$ cat config.mk
export PLATFORM = sky130hd
export DESIGN_NAME = pstd_ctrl
export DESIGN_NICKNAME = d
export VERILOG_FILES = /design/src/inc/pstd_pkg.sv /design/src/rtl/pstd_ctrl.sv
export SDC_FILE = /design/constraint.sdc
export NUM_CORES = 1
export LEC_CHECK = 0
export BUFFER_PORTS_ARGS = -buffer_cell sky130_fd_sc_hd__buf_2
export CORE_UTILIZATION = 45
export DETAILED_ROUTE_END_ITERATION = 16
export GPL_TIMING_DRIVEN = 0
export PLACE_DENSITY = 0.62
export SLEW_MARGIN = 20
export SYNTH_ARGS = -nofsm -noshare
export SYNTH_HDL_FRONTEND = slang
export SYNTH_SLANG_ARGS = --single-unit
$ cat constraint.sdc
create_clock -name MCLK -period 16.55 [get_ports MCLK]
set_input_delay 3.31 -clock MCLK [delete_from_list [all_inputs] [get_ports MCLK]]
set_output_delay 3.31 -clock MCLK [all_outputs]
set_load 0.1 [all_outputs]
$ cat src/inc/pstd_pkg.sv
// What this block does
// - Common ratio: highest request among active cores
// - Requests during a transition wait until done
// - Settle voltage first, then let PLL lock
// - Voltage from ratio and active core count
// - Voltage ramps one step per interval
// - Above base only on top-state request
// - Turbo cap: cores, current, power, temperature
// - Any limit hit caps ratio at base
// - Power above base only briefly
// - Average power tracked over long window
// - Per-core max turbo, readable by software
// - Per-core limit override raises interrupt
// - Fabric domain: three points by utilisation
// - Self-refresh DRAM before fabric rate change
// - Ring shares voltage with the cores
// - Ring ratio follows core and graphics
package pstd_pkg;
  localparam int ADDR_W = 8;
  // Register byte offsets
  localparam logic [7:0] OFS_CTRL = 8'h00;
  localparam logic [7:0] OFS_PWR  = 8'h04;
  localparam logic [7:0] OFS_ICT  = 8'h08;
  localparam logic [7:0] OFS_STAT = 8'h0C;
  localparam logic [7:0] OFS_IRQS = 8'h10;
  localparam logic [7:0] OFS_IRQM = 8'h14;
  localparam logic [7:0] OFS_REQ  = 8'h20;
  localparam logic [7:0] OFS_MAXT = 8'h40;
  // Reset values and fixed codes
  localparam logic [7:0]  BASE_RST  = 8'h10;
  localparam logic [7:0]  MAXT_RST  = 8'h30;
  localparam logic [15:0] BPWR_RST  = 16'h0100;
  localparam logic [15:0] STPL_RST  = 16'h0200;
  localparam logic [15:0] ICC_RST   = 16'h0400;
  localparam logic [7:0]  TEMP_RST  = 8'h64;
  localparam logic [7:0]  MIN_RATIO = 8'h04;
  localparam logic [7:0]  REQ_TOP   = 8'hFF;
  localparam logic [7:0]  VID_BASE  = 8'h20;
  localparam logic [7:0]  TURBO_BIN = 8'h01;
  localparam logic [7:0]  FAB_LO    = 8'h40;
  localparam logic [7:0]  FAB_HI    = 8'hA0;
  localparam int          AVG_SHIFT = 4;
  // Interrupt status bits
  localparam int IRQ_DONE = 0;
  localparam int IRQ_OVR  = 1;
  localparam int IRQ_THR  = 2;
  localparam int IRQ_FAB  = 3;
  localparam int IRQ_W    = 4;
  // Timing
  localparam int CLK_NS       = 4;
  localparam int RAMP_STEP_NS = 20;
  localparam int RAMP_CYC     = (RAMP_STEP_NS + CLK_NS - 1) / CLK_NS;

  typedef enum logic [1:0] {
    XS_IDLE  = 2'b00,
    XS_VRAMP = 2'b01,
    XS_PLL   = 2'b11
  } pstd_xst_t;

  typedef enum logic [1:0] {
    FB_IDLE = 2'b00,
    FB_SR   = 2'b01,
    FB_UPD  = 2'b11,
    FB_EXIT = 2'b10
  } pstd_fst_t;

  typedef struct packed {
    logic [15:0] power;
    logic [15:0] current;
    logic [7:0]  temp;
  } pstd_telem_t;
endpackage

$ cat src/rtl/pstd_ctrl.sv
// Implementation choices: the AHB-Lite slave port and the placing of the registers.
`timescale 1ns/100ps
`default_nettype none
module pstd_ctrl #(
  parameter int NCORES = 4
) (
  // Clock and reset
  input  wire logic                     MCLK,
  input  wire logic                     SRST,
  // AHB-Lite slave
  input  wire logic                     HSEL,
  input  wire logic [pstd_pkg::ADDR_W-1:0] HADDR,
  input  wire logic [1:0]               HTRANS,
  input  wire logic                     HWRITE,
  input  wire logic [2:0]               HSIZE,
  input  wire logic [31:0]              HWDATA,
  input  wire logic                     HREADY,
  output logic      [31:0]              HRDATA,
  output logic                          HREADYOUT,
  output logic                          HRESP,
  // Core status and telemetry
  input  wire logic [NCORES-1:0]        CORE_ACTIVE,
  input  wire pstd_pkg::pstd_telem_t    TELEM,
  input  wire logic [7:0]               GFX_RATIO,
  input  wire logic [7:0]               MEM_UTIL,
  // Core supply and PLL
  output logic      [7:0]               VID,
  output logic      [7:0]               PLL_RATIO,
  input  wire logic                     PLL_LOCK,
  output logic                          BUSY,
  // Ring and last-level cache
  output logic      [7:0]               RING_RATIO,
  output logic      [7:0]               RING_VID,
  // Memory fabric
  output logic      [1:0]               FAB_POINT,
  output logic                          DRAM_SR_REQ,
  input  wire logic                     DRAM_SR_ACK,
  // Interrupt
  output logic                          IRQ
);
  import pstd_pkg::*;

  function automatic logic [7:0] popcnt(input logic [NCORES-1:0] v);
    logic [7:0] n;
    n = 8'h00;
    for (int i = 0; i < NCORES; i++) begin
      n = n + {7'h00, v[i]};
    end
    return n;
  endfunction

  function automatic logic [7:0] vid_of(input logic [7:0] r,
                                        input logic [7:0] n);
    logic [9:0] s;
    s = {2'b00, r} + {1'b0, n, 1'b0} + {2'b00, VID_BASE};
    return (s > 10'h0FF) ? 8'hFF : s[7:0];
  endfunction

  function automatic logic [7:0] core_ofs(input logic [7:0] base,
                                          input int i);
    return base + 8'(i * 4);
  endfunction

  // Bus side state
  logic [ADDR_W-1:0] waddr_ff;
  logic              wr_ff;
  logic [31:0]       hrdata_ff;
  logic              hready_ff;
  logic [31:0]       rd_data;
  logic              acc;

  // Software registers
  logic              fab_en_ff;
  logic [7:0]        base_ff;
  logic [15:0]       bpwr_ff;
  logic [15:0]       stpl_ff;
  logic [15:0]       icc_ff;
  logic [7:0]        tlim_ff;
  logic [7:0]        req_ff  [NCORES];
  logic [7:0]        maxt_ff [NCORES];
  logic [IRQ_W-1:0]  irq_stat_ff;
  logic [IRQ_W-1:0]  irq_mask_ff;
  logic              irq_ff;

  // Operating point state
  pstd_xst_t         xst_ff;
  logic              busy_ff;
  logic [7:0]        tgt_ff;
  logic [7:0]        cur_ff;
  logic [7:0]        vid_ff;
  logic [7:0]        vtgt_ff;
  logic [7:0]        pll_ratio_ff;
  logic [7:0]        ramp_cnt_ff;
  logic [7:0]        ring_ratio_ff;
  logic [15:0]       avg_ff;
  logic              lim_ff;
  pstd_fst_t         fst_ff;
  logic [1:0]        fab_point_ff;
  logic [1:0]        fab_tgt_ff;
  logic              sr_req_ff;

  // Resolution
  logic [7:0]        act_cnt;
  logic [7:0]        req_max;
  logic [7:0]        turbo_cap;
  logic [7:0]        pen;
  logic [7:0]        resolved;
  logic              top_req;
  logic              ovr_wr;
  logic [1:0]        fab_want;
  logic              ev_done;
  logic              ev_fab;
  logic              limited;

  assign acc = HSEL & HTRANS[1] & HREADY;

  always_ff @(posedge MCLK) begin
    if (SRST) begin
      wr_ff     <= 1'b0;
      waddr_ff  <= '0;
      hrdata_ff <= 32'h0000_0000;
      hready_ff <= 1'b0;
    end else begin
      // Read data is sampled in the address phase so there is no wait
      hready_ff <= 1'b1;
      wr_ff     <= acc & HWRITE;
      if (acc) begin
        waddr_ff <= HADDR;
      end
      if (acc & ~HWRITE) begin
        hrdata_ff <= rd_data;
      end
    end
  end

  always_comb begin
    rd_data = 32'h0000_0000;
    case (HADDR)
      OFS_CTRL: rd_data = {16'h0000, base_ff, 7'h00, fab_en_ff};
      OFS_PWR:  rd_data = {stpl_ff, bpwr_ff};
      OFS_ICT:  rd_data = {8'h00, tlim_ff, icc_ff};
      OFS_STAT: rd_data = {5'h00, lim_ff, fab_point_ff, vid_ff, cur_ff,
                           7'h00, busy_ff};
      OFS_IRQS: rd_data = {{(32 - IRQ_W){1'b0}}, irq_stat_ff};
      OFS_IRQM: rd_data = {{(32 - IRQ_W){1'b0}}, irq_mask_ff};
      default:  rd_data = 32'h0000_0000;
    endcase
    for (int i = 0; i < NCORES; i++) begin
      if (HADDR == core_ofs(OFS_REQ, i)) begin
        rd_data = {24'h000000, req_ff[i]};
      end
      if (HADDR == core_ofs(OFS_MAXT, i)) begin
        rd_data = {24'h000000, maxt_ff[i]};
      end
    end
  end

  always_ff @(posedge MCLK) begin
    if (SRST) begin
      fab_en_ff   <= 1'b0;
      base_ff     <= BASE_RST;
      bpwr_ff     <= BPWR_RST;
      stpl_ff     <= STPL_RST;
      icc_ff      <= ICC_RST;
      tlim_ff     <= TEMP_RST;
      irq_mask_ff <= '0;
    end else if (wr_ff) begin
      case (waddr_ff)
        OFS_CTRL: begin
          fab_en_ff <= HWDATA[0];
          base_ff   <= HWDATA[15:8];
        end
        OFS_PWR: begin
          bpwr_ff <= HWDATA[15:0];
          stpl_ff <= HWDATA[31:16];
        end
        OFS_ICT: begin
          icc_ff  <= HWDATA[15:0];
          tlim_ff <= HWDATA[23:16];
        end
        OFS_IRQM: irq_mask_ff <= HWDATA[IRQ_W-1:0];
        default: ;
      endcase
    end
  end

  // Per-core request and turbo ceiling registers
  always_ff @(posedge MCLK) begin
    for (int i = 0; i < NCORES; i++) begin
      if (SRST) begin
        req_ff[i]  <= MIN_RATIO;
        maxt_ff[i] <= MAXT_RST;
      end else begin
        if (wr_ff && waddr_ff == core_ofs(OFS_REQ, i)) begin
          req_ff[i] <= HWDATA[7:0];
        end
        if (wr_ff && waddr_ff == core_ofs(OFS_MAXT, i)) begin
          maxt_ff[i] <= HWDATA[7:0];
        end
      end
    end
  end

  always_comb begin
    ovr_wr = 1'b0;
    for (int i = 0; i < NCORES; i++) begin
      if (wr_ff && waddr_ff == core_ofs(OFS_MAXT, i)) begin
        ovr_wr = 1'b1;
      end
    end
  end

  // Long-window power average; short bursts up to the short-term
  // limit pass as long as the average stays under base power
  always_ff @(posedge MCLK) begin
    logic signed [17:0] diff;
    diff = $signed({2'b00, TELEM.power}) - $signed({2'b00, avg_ff});
    if (SRST) begin
      avg_ff <= 16'h0000;
      lim_ff <= 1'b0;
    end else begin
      avg_ff <= 16'($signed({2'b00, avg_ff}) + (diff >>> AVG_SHIFT));
      lim_ff <= limited;
    end
  end

  assign limited = (TELEM.current > icc_ff) | (TELEM.temp > tlim_ff) |
                   (TELEM.power > stpl_ff) | (avg_ff > bpwr_ff);

  always_comb begin
    act_cnt   = popcnt(CORE_ACTIVE);
    req_max   = MIN_RATIO;
    turbo_cap = 8'hFF;
    for (int i = 0; i < NCORES; i++) begin
      if (CORE_ACTIVE[i]) begin
        if (req_ff[i] > req_max) begin
          req_max = req_ff[i];
        end
        if (maxt_ff[i] < turbo_cap) begin
          turbo_cap = maxt_ff[i];
        end
      end
    end
    top_req = (req_max == REQ_TOP);
    // More active cores lower the reachable turbo bin
    pen = act_cnt * TURBO_BIN;
    if (!top_req) begin
      resolved = (req_max > base_ff) ? base_ff : req_max;
    end else if (lim_ff) begin
      resolved = base_ff;
    end else if ({1'b0, turbo_cap} > {1'b0, base_ff} + {1'b0, pen}) begin
      resolved = turbo_cap - pen;
    end else begin
      resolved = base_ff;
    end
  end

  // Transition sequencer: voltage first, then PLL relock
  always_ff @(posedge MCLK) begin
    if (SRST) begin
      xst_ff       <= XS_IDLE;
      busy_ff      <= 1'b0;
      tgt_ff       <= MIN_RATIO;
      cur_ff       <= MIN_RATIO;
      vid_ff       <= VID_BASE;
      vtgt_ff      <= VID_BASE;
      pll_ratio_ff <= MIN_RATIO;
      ramp_cnt_ff  <= 8'h00;
      ev_done      <= 1'b0;
    end else begin
      ev_done <= 1'b0;
      case (xst_ff)
        XS_IDLE: begin
          // Later requests simply overwrite the resolved value
          if (resolved != cur_ff) begin
            tgt_ff      <= resolved;
            vtgt_ff     <= vid_of(resolved, act_cnt);
            ramp_cnt_ff <= 8'h00;
            busy_ff     <= 1'b1;
            xst_ff      <= XS_VRAMP;
          end
        end
        XS_VRAMP: begin
          if (vid_ff == vtgt_ff) begin
            pll_ratio_ff <= tgt_ff;
            xst_ff       <= XS_PLL;
          end else if (ramp_cnt_ff == 8'(RAMP_CYC - 1)) begin
            ramp_cnt_ff <= 8'h00;
            vid_ff <= (vid_ff < vtgt_ff) ? vid_ff + 8'h01
                                         : vid_ff - 8'h01;
          end else begin
            ramp_cnt_ff <= ramp_cnt_ff + 8'h01;
          end
        end
        XS_PLL: begin
          if (PLL_LOCK) begin
            cur_ff  <= tgt_ff;
            busy_ff <= 1'b0;
            ev_done <= 1'b1;
            xst_ff  <= XS_IDLE;
          end
        end
        default: xst_ff <= XS_IDLE;
      endcase
    end
  end

  always_ff @(posedge MCLK) begin
    if (SRST) begin
      ring_ratio_ff <= MIN_RATIO;
    end else begin
      ring_ratio_ff <= 8'(({1'b0, cur_ff} + {1'b0, GFX_RATIO}) >> 1);
    end
  end

  assign fab_want = (MEM_UTIL > FAB_HI) ? 2'h2 :
                    (MEM_UTIL > FAB_LO) ? 2'h1 : 2'h0;

  // Fabric point changes only while DRAM sits in self-refresh
  always_ff @(posedge MCLK) begin
    if (SRST) begin
      fst_ff       <= FB_IDLE;
      fab_point_ff <= 2'h2;
      fab_tgt_ff   <= 2'h2;
      sr_req_ff    <= 1'b0;
      ev_fab       <= 1'b0;
    end else begin
      ev_fab <= 1'b0;
      case (fst_ff)
        FB_IDLE: begin
          if (fab_en_ff && fab_want != fab_point_ff) begin
            fab_tgt_ff <= fab_want;
            sr_req_ff  <= 1'b1;
            fst_ff     <= FB_SR;
          end
        end
        FB_SR: begin
          if (DRAM_SR_ACK) begin
            fst_ff <= FB_UPD;
          end
        end
        FB_UPD: begin
          fab_point_ff <= fab_tgt_ff;
          ev_fab       <= 1'b1;
          fst_ff       <= FB_EXIT;
        end
        FB_EXIT: begin
          sr_req_ff <= 1'b0;
          if (!DRAM_SR_ACK) begin
            fst_ff <= FB_IDLE;
          end
        end
        default: fst_ff <= FB_IDLE;
      endcase
    end
  end

  // Sticky status, write one to clear; a same-cycle event wins
  always_ff @(posedge MCLK) begin
    logic [IRQ_W-1:0] ev;
    ev = '0;
    ev[IRQ_DONE] = ev_done;
    ev[IRQ_OVR]  = ovr_wr;
    ev[IRQ_THR]  = limited & ~lim_ff;
    ev[IRQ_FAB]  = ev_fab;
    if (SRST) begin
      irq_stat_ff <= '0;
      irq_ff      <= 1'b0;
    end else begin
      if (wr_ff && waddr_ff == OFS_IRQS) begin
        irq_stat_ff <= (irq_stat_ff & ~HWDATA[IRQ_W-1:0]) | ev;
      end else begin
        irq_stat_ff <= irq_stat_ff | ev;
      end
      irq_ff <= |(irq_stat_ff & irq_mask_ff);
    end
  end

  assign HRDATA      = hrdata_ff;
  assign HREADYOUT   = hready_ff;
  assign HRESP       = 1'b0;
  assign VID         = vid_ff;
  assign RING_VID    = vid_ff;
  assign RING_RATIO  = ring_ratio_ff;
  assign PLL_RATIO   = pll_ratio_ff;
  assign BUSY        = busy_ff;
  assign FAB_POINT   = fab_point_ff;
  assign DRAM_SR_REQ = sr_req_ff;
  assign IRQ         = irq_ff;
endmodule
`default_nettype wire

==> flow_metrics.tcl, run 1 <==
set metrics [dict create \
    status "completed" \
    finalClockSkew_ps 11.12 \
    cp_slowest_cell "a2111oi_0" \
    slew_violations 0 \
    die-area_sq_um 39680 \
    avgSynthCellArea_sq_um 8.381 \
    rows 71 \
    synth-edff-count 64 \
    ant_nets 0 \
    min_period_ps 14310 \
    drc 0 \
    port_buffers 175 \
    timing.hold.ws_ps 455.4 \
    synth_cell_types 90 \
    yosys-top-cells-area "dfxtp_1 (23%), ha_1 (13%), edfxtp_1 (11%)" \
    cp-start-kind "input port" \
    relSlewSlack 0.3441 \
    clkTransAtPathRegs_ps 60 \
    cp.arrival_ps 14830 \
    routed-wl-met2_mm 27.35 \
    finalSetupViolCount 0 \
    cts_buffer_depth 3 \
    drv_cap 0 \
    m1WireLength_mm 26.59 \
    route.met3.wl_mm 3.970 \
    top_layer "met5" \
    ys_seq_area_frac 0.3397 \
    synth-main-ff-cell "dfxtp_1" \
    grt_max_degree 16 \
    postCtsSetupBuffers 0 \
    io_pins 183 \
    fin_cells 2834 \
    power_mw 2.228 \
    peakVddDrop_mv 0.1106 \
    hpwl_mm 47.43 \
    synth_fp_nets 2386 \
    min_path_type "reg2reg" \
    design.core.area_sq_um 37930 \
    via_per_inst 5.750 \
    syn_area_sq_um 17500 \
    routed_wl_mm 59.93 \
    critPathMaxFanout 10 \
    cts_tree "done" \
    die-height_um 199.2 \
    rsz0062_at_grt "no" \
    synth_top_area_share 0.2299 \
    cts_buffers 31 \
    ctsResizeCount 0 \
    end_kind "flop" \
    first_iter_violations 1389 \
    worst-setup-path-type "in2reg" \
    hold_viol_final 0 \
    initial_core_util 0.4614 \
    finalNetCount 2594 \
    critPathMaxStageDelay_ps 530 \
    synth_seq_cells 265 \
    clk-insertion-delay-late_ps 580 \
    async_reset_ff_frac 0 \
    htree_levels 1 \
    powerDensity_nw_per_um2 111.5 \
    fmax_mhz 69.88 \
    place_congestion 0.9833 \
    synth_most_common_cell "nand2_1" \
    dieWidth_um 199.2 \
    grt_pass1_vias 15630 \
    ys_warn_count 0 \
    pre_cts_ws_ps 1994 \
    crit_top_cell "a21oi_1" \
    dp_cells 2774 \
    tns_ps 0 \
    grt_pass1_wl_mm 90.70 \
    synthCells 2088 \
    finalCritPeriodShare 0.8647 \
    cts_hold_buffers 0 \
    grt_antenna_before_repair 4 \
    wl_per_cell_um 21.15 \
    worstMarginPinSlew_ps 980.3 \
    synth_top_area_cell "dfxtp_1" \
    drt_first_pass_iters 5 \
    overflow 0 \
    syn2layout_area_growth_pct 14.18 \
    cts_sinks 265 \
    grt_usage 0.3024 \
    cts-root-buf "clkbuf_16" \
    vias 16300 \
    cellLeakagePower_nw 8.306 \
    drive_gt1_frac 0.1228 \
    yosys-top-cells-count "nand2_1 (242), dfxtp_1 (201), ha_1 (179), nor2_1 (178), a21oi_1 (176)" \
    setup_ws_ps 2240 \
    critical_path_required_ps 17070 \
]
-- power by group --
| group | internal [mW] | switching [mW] | leakage, nW |
|---|---|---|---|
| clock network | 0.368 | 0.279 | 0.461 |
| registers | 0.708 | 0.0417 | 2.25 |
| logic | 0.339 | 0.492 | 5.59 |
| total | 1.41 | 0.813 | 8.31 |
-- logic make-up after synthesis --
kind of cell | Yosys count | synth area share
mux | 67 | 0.03947
simple gates | 738 | 0.2053
flops | 265 | 0.3397
fa+ha+maj | 186 | 0.1360
buf+inv | 248 | 0.05620
compound gates | 531 | 0.1970
other cells | 1 | 0.0002143
xor+xnor | 52 | 0.02602
-- layout by cell type, fill, tap and decap left out, drive strengths merged, types with 51 or more instances in the layout --
cell and n:
dfxtp 201, buf 194, a21oi 177, nor2 179, mux2i 51, o21ai 101
ha 179, and2 58, clkbuf 111, edfxtp 64, a22oi 69, nand2 243
inv 164
-- worst max-delay path, delay by kind of cell --
kind,cells,cell delay (ps)
buf+inv,6,1820
fa+ha+maj,6,1660
compound gates,22,5650
simple gates,11,1630
mux,2,730
-- registers in the layout (all words and copies together) (netlist names), 8 cells and up --
name / flops
ramp_cnt_ff: 8
vtgt_ff: 8
base_ff: 8
waddr_ff: 8
PLL_RATIO: 8
req_ff: 32
avg_ff: 16
RING_VID: 8
tlim_ff: 8
maxt_ff: 32
RING_RATIO: 8
cur_ff: 8
bpwr_ff: 16
stpl_ff: 16
tgt_ff: 8
HRDATA: 32
icc_ff: 16
-- path summary, 6_finish.rpt --
| kind | from | to | slack, ps | cells past startpoint |
|---|---|---|---|---|
| worst max-delay path | CORE_ACTIVE[0] | vtgt_ff[7] | 2240 | 47 |
| worst max register to register | req_ff[0][6] | vtgt_ff[7] | 4560 | 45 |
| worst min register to register | stpl_ff[7] | stpl_ff[7] | 460 | 2 |
| worst min-delay path | stpl_ff[7] | stpl_ff[7] | 460 | 2 |
-- layer usage --
layer  global-route usage  vias to the layer above
li1                     -                     7861
met1               0.4068                     7740
met4               0.1137                        4
met5                    0                        -
met3              0.03966                      114
met2               0.4919                      577
-- stage by stage --
step | utilization | area (sq um)
after detailed placement | 0.5014 | 19020
after global placement | 0.5013 | 19020
after floorplan | - | 17500
after CTS | 0.5266 | 19980
after global routing | 0.5267 | 19980
final | 0.5268 | 19980
-- cell type report --
type                       instances  area [sq um]
clock buffer                      47         885.9
antenna                            2         5.005
inverter                         165         619.3
multi-input combinational       1575         10580
timing repair buffer             175         875.8
buffer                            83         365.4
fill                            3691         17950
sequential                       265          5946
tap                              511         639.4
clock inverter                    11         68.82
No activity file was read; power rests on OpenSTA's default activity.
==> inputs of run 2 (changes only) <==
Settings changed: CORE_MARGIN set to 2.
==> run 2 against run 1 <==
  * Core utilization down 0.59 points
  * Via count increased by 0.18%
  * Worst hold slack lost 5.2 ps
  * Non-clock buffer count is the same
  * Clock skew increased by 4.4 ps
  * Critical endpoint unchanged
  * Largest power group unchanged
==> flow_metrics.tcl, run 2 (synthesis gave the netlist of run 1 again) <==
set metrics [dict create \
    initial_core_util 0.4539 \
    reg2reg_from "req_ff[0][6]" \
    clk-insertion-delay-late_ps 600 \
    ctsResizeCount 0 \
    reg2reg_slack_ps 4410 \
    hold_viol_final 0 \
    htree_levels 1 \
    finalSetupViolCount 0 \
    postCtsSetupBuffers 0 \
    grt_usage 0.2929 \
    drv_cap 0 \
    rsz0062_at_grt "no" \
    min-delay-start "ev_fab" \
    drt_first_pass_iters 8 \
    wl_per_cell_um 21.20 \
    r2r_cells 43 \
    finalNetCount 2593 \
    cp.arrival_ps 15030 \
    clkTransAtPathRegs_ps 60 \
    worst-setup-path-type "in2reg" \
    worstMarginPinSlew_ps 1140 \
    tns_ps 0 \
    grt_antenna_before_repair 5 \
    finalCritPeriodShare 0.8752 \
    finalClockSkew_ps 15.52 \
    critPathMaxStageDelay_ps 660 \
    cts_buffers 30 \
    cts_hold_buffers 0 \
    layout_common_cells "nand2_1 (242), dfxtp_1 (201), ha_1 (179), nor2_1 (178), a21oi_1 (176)" \
    die-height_um 201.2 \
    io_pins 183 \
    grt_max_degree 17 \
    rr_endpoint "vtgt_ff[7]" \
    min_period_ps 14490 \
    peakVddDrop_mv 0.1220 \
    place_congestion 0.9464 \
    port_buffers 175 \
    status "completed" \
    hpwl_mm 48.22 \
    min_path_type "reg2reg" \
    rows 72 \
    drive_gt1_frac 0.1251 \
    via_per_inst 5.753 \
    cts-root-buf "clkbuf_16" \
    end_kind "flop" \
    cp-start-kind "input port" \
    cts_sinks 265 \
    design.core.area_sq_um 38560 \
    crit_top_cell "a21oi_1" \
    timing.hold.ws_ps 450.1 \
    overflow 0 \
    ant_nets 0 \
    cts_tree "done" \
    relSlewSlack 0.2403 \
    first_iter_violations 1064 \
    syn2layout_area_growth_pct 14.76 \
    die-area_sq_um 40480 \
    fmax_mhz 69.04 \
    grt_pass1_vias 15620 \
    min_delay_path_depth 2 \
    cellLeakagePower_nw 8.364 \
    vias 16330 \
    dieWidth_um 201.2 \
    critical_path_required_ps 17090 \
    cts_buffer_depth 3 \
    hold-path-endpoint "irq_stat_ff[3]" \
    grt_pass1_wl_mm 91.80 \
    critPathMaxFanout 10 \
    powerDensity_nw_per_um2 114.0 \
    final_common_cell "nand2_1" \
    cp_slowest_cell "a2111oi_0" \
    routed_wl_mm 60.17 \
    final_util 0.5209 \
    drc 0 \
    slew_violations 0 \
]
==> run 2: cell types whose count changed in the layout (fill, tap and decap cells not counted), sizes merged <==
cell	previous run	this run
clkinvlp	3	1
bufinv	0	3
clkbuf	111	103
clkinv	9	13
==> run 2: through the flow <==
| step | total power [mW] | worst slack, ps | std cells | cell area (sq um) |
|---|---|---|---|---|
| after floorplan | 1.387 | 4300 | 2088 | 17500 |
| after global placement | 1.564 | 1819 | 2781 | 19020 |
| after detailed placement | 1.587 | 1785 | 2781 | 19030 |
| after CTS | 2.293 | 2319 | 2836 | 20080 |
| after global routing | 2.437 | 1025 | 2837 | 20080 |
| final | 2.290 | 2065 | 2838 | 20080 |
==> run 2: power by group <==
| part | internal, mW | switching, mW |
|---|---|---|
| Sequential | 0.708 | 0.0421 |
| Combinational | 0.340 | 0.492 |
| Clock | 0.414 | 0.294 |
| Total | 1.46 | 0.828 |
==> run 2: critical path, delay by kind of cell <==
family	cells	cell delay, ps
buffers and inverters	6	2020
adder cells (fa/ha/maj)	6	1710
AND/OR/NAND/NOR	11	2060
multiplexers	2	810
AO/OA/AOI/OAI	21	5080
==> run 2: layout make-up <==
type,instances,area [sq um]
Fill cell,3748,18470
Multi-Input combinational cell,1575,10580
Sequential cell,265,5946
Timing Repair Buffer,175,875.8
Clock buffer,39,858.3
Tap cell,518,648.1
Inverter,165,619.3
Buffer,83,364.1
Clock inverter,16,190.2
Antenna cell,2,5.005
==> run 2: worst max-delay path by stage <==
stage / from / to / slack, ps
floorplan: CORE_ACTIVE[0] / vtgt_ff[7] / 4300
global placement: CORE_ACTIVE[0] / vtgt_ff[7] / 1820
detailed placement: CORE_ACTIVE[0] / vtgt_ff[7] / 1790
CTS: CORE_ACTIVE[0] / vtgt_ff[7] / 2320
global route: CORE_ACTIVE[0] / vtgt_ff[7] / 1030
finish: CORE_ACTIVE[0] / vtgt_ff[7] / 2060
==> run 2: routing by layer <==
| layer | vias to the layer above | GRT usage | wire (um) |
|---|---|---|---|
| li1 | 7812 | - | - |
| met1 | 7775 | 0.3906 | 26430 |
| met5 | - | 0 | 57 |
| met3 | 135 | 0.04454 | 3871 |
| met2 | 596 | 0.4729 | 26960 |
| met4 | 8 | 0.1253 | 2849 |
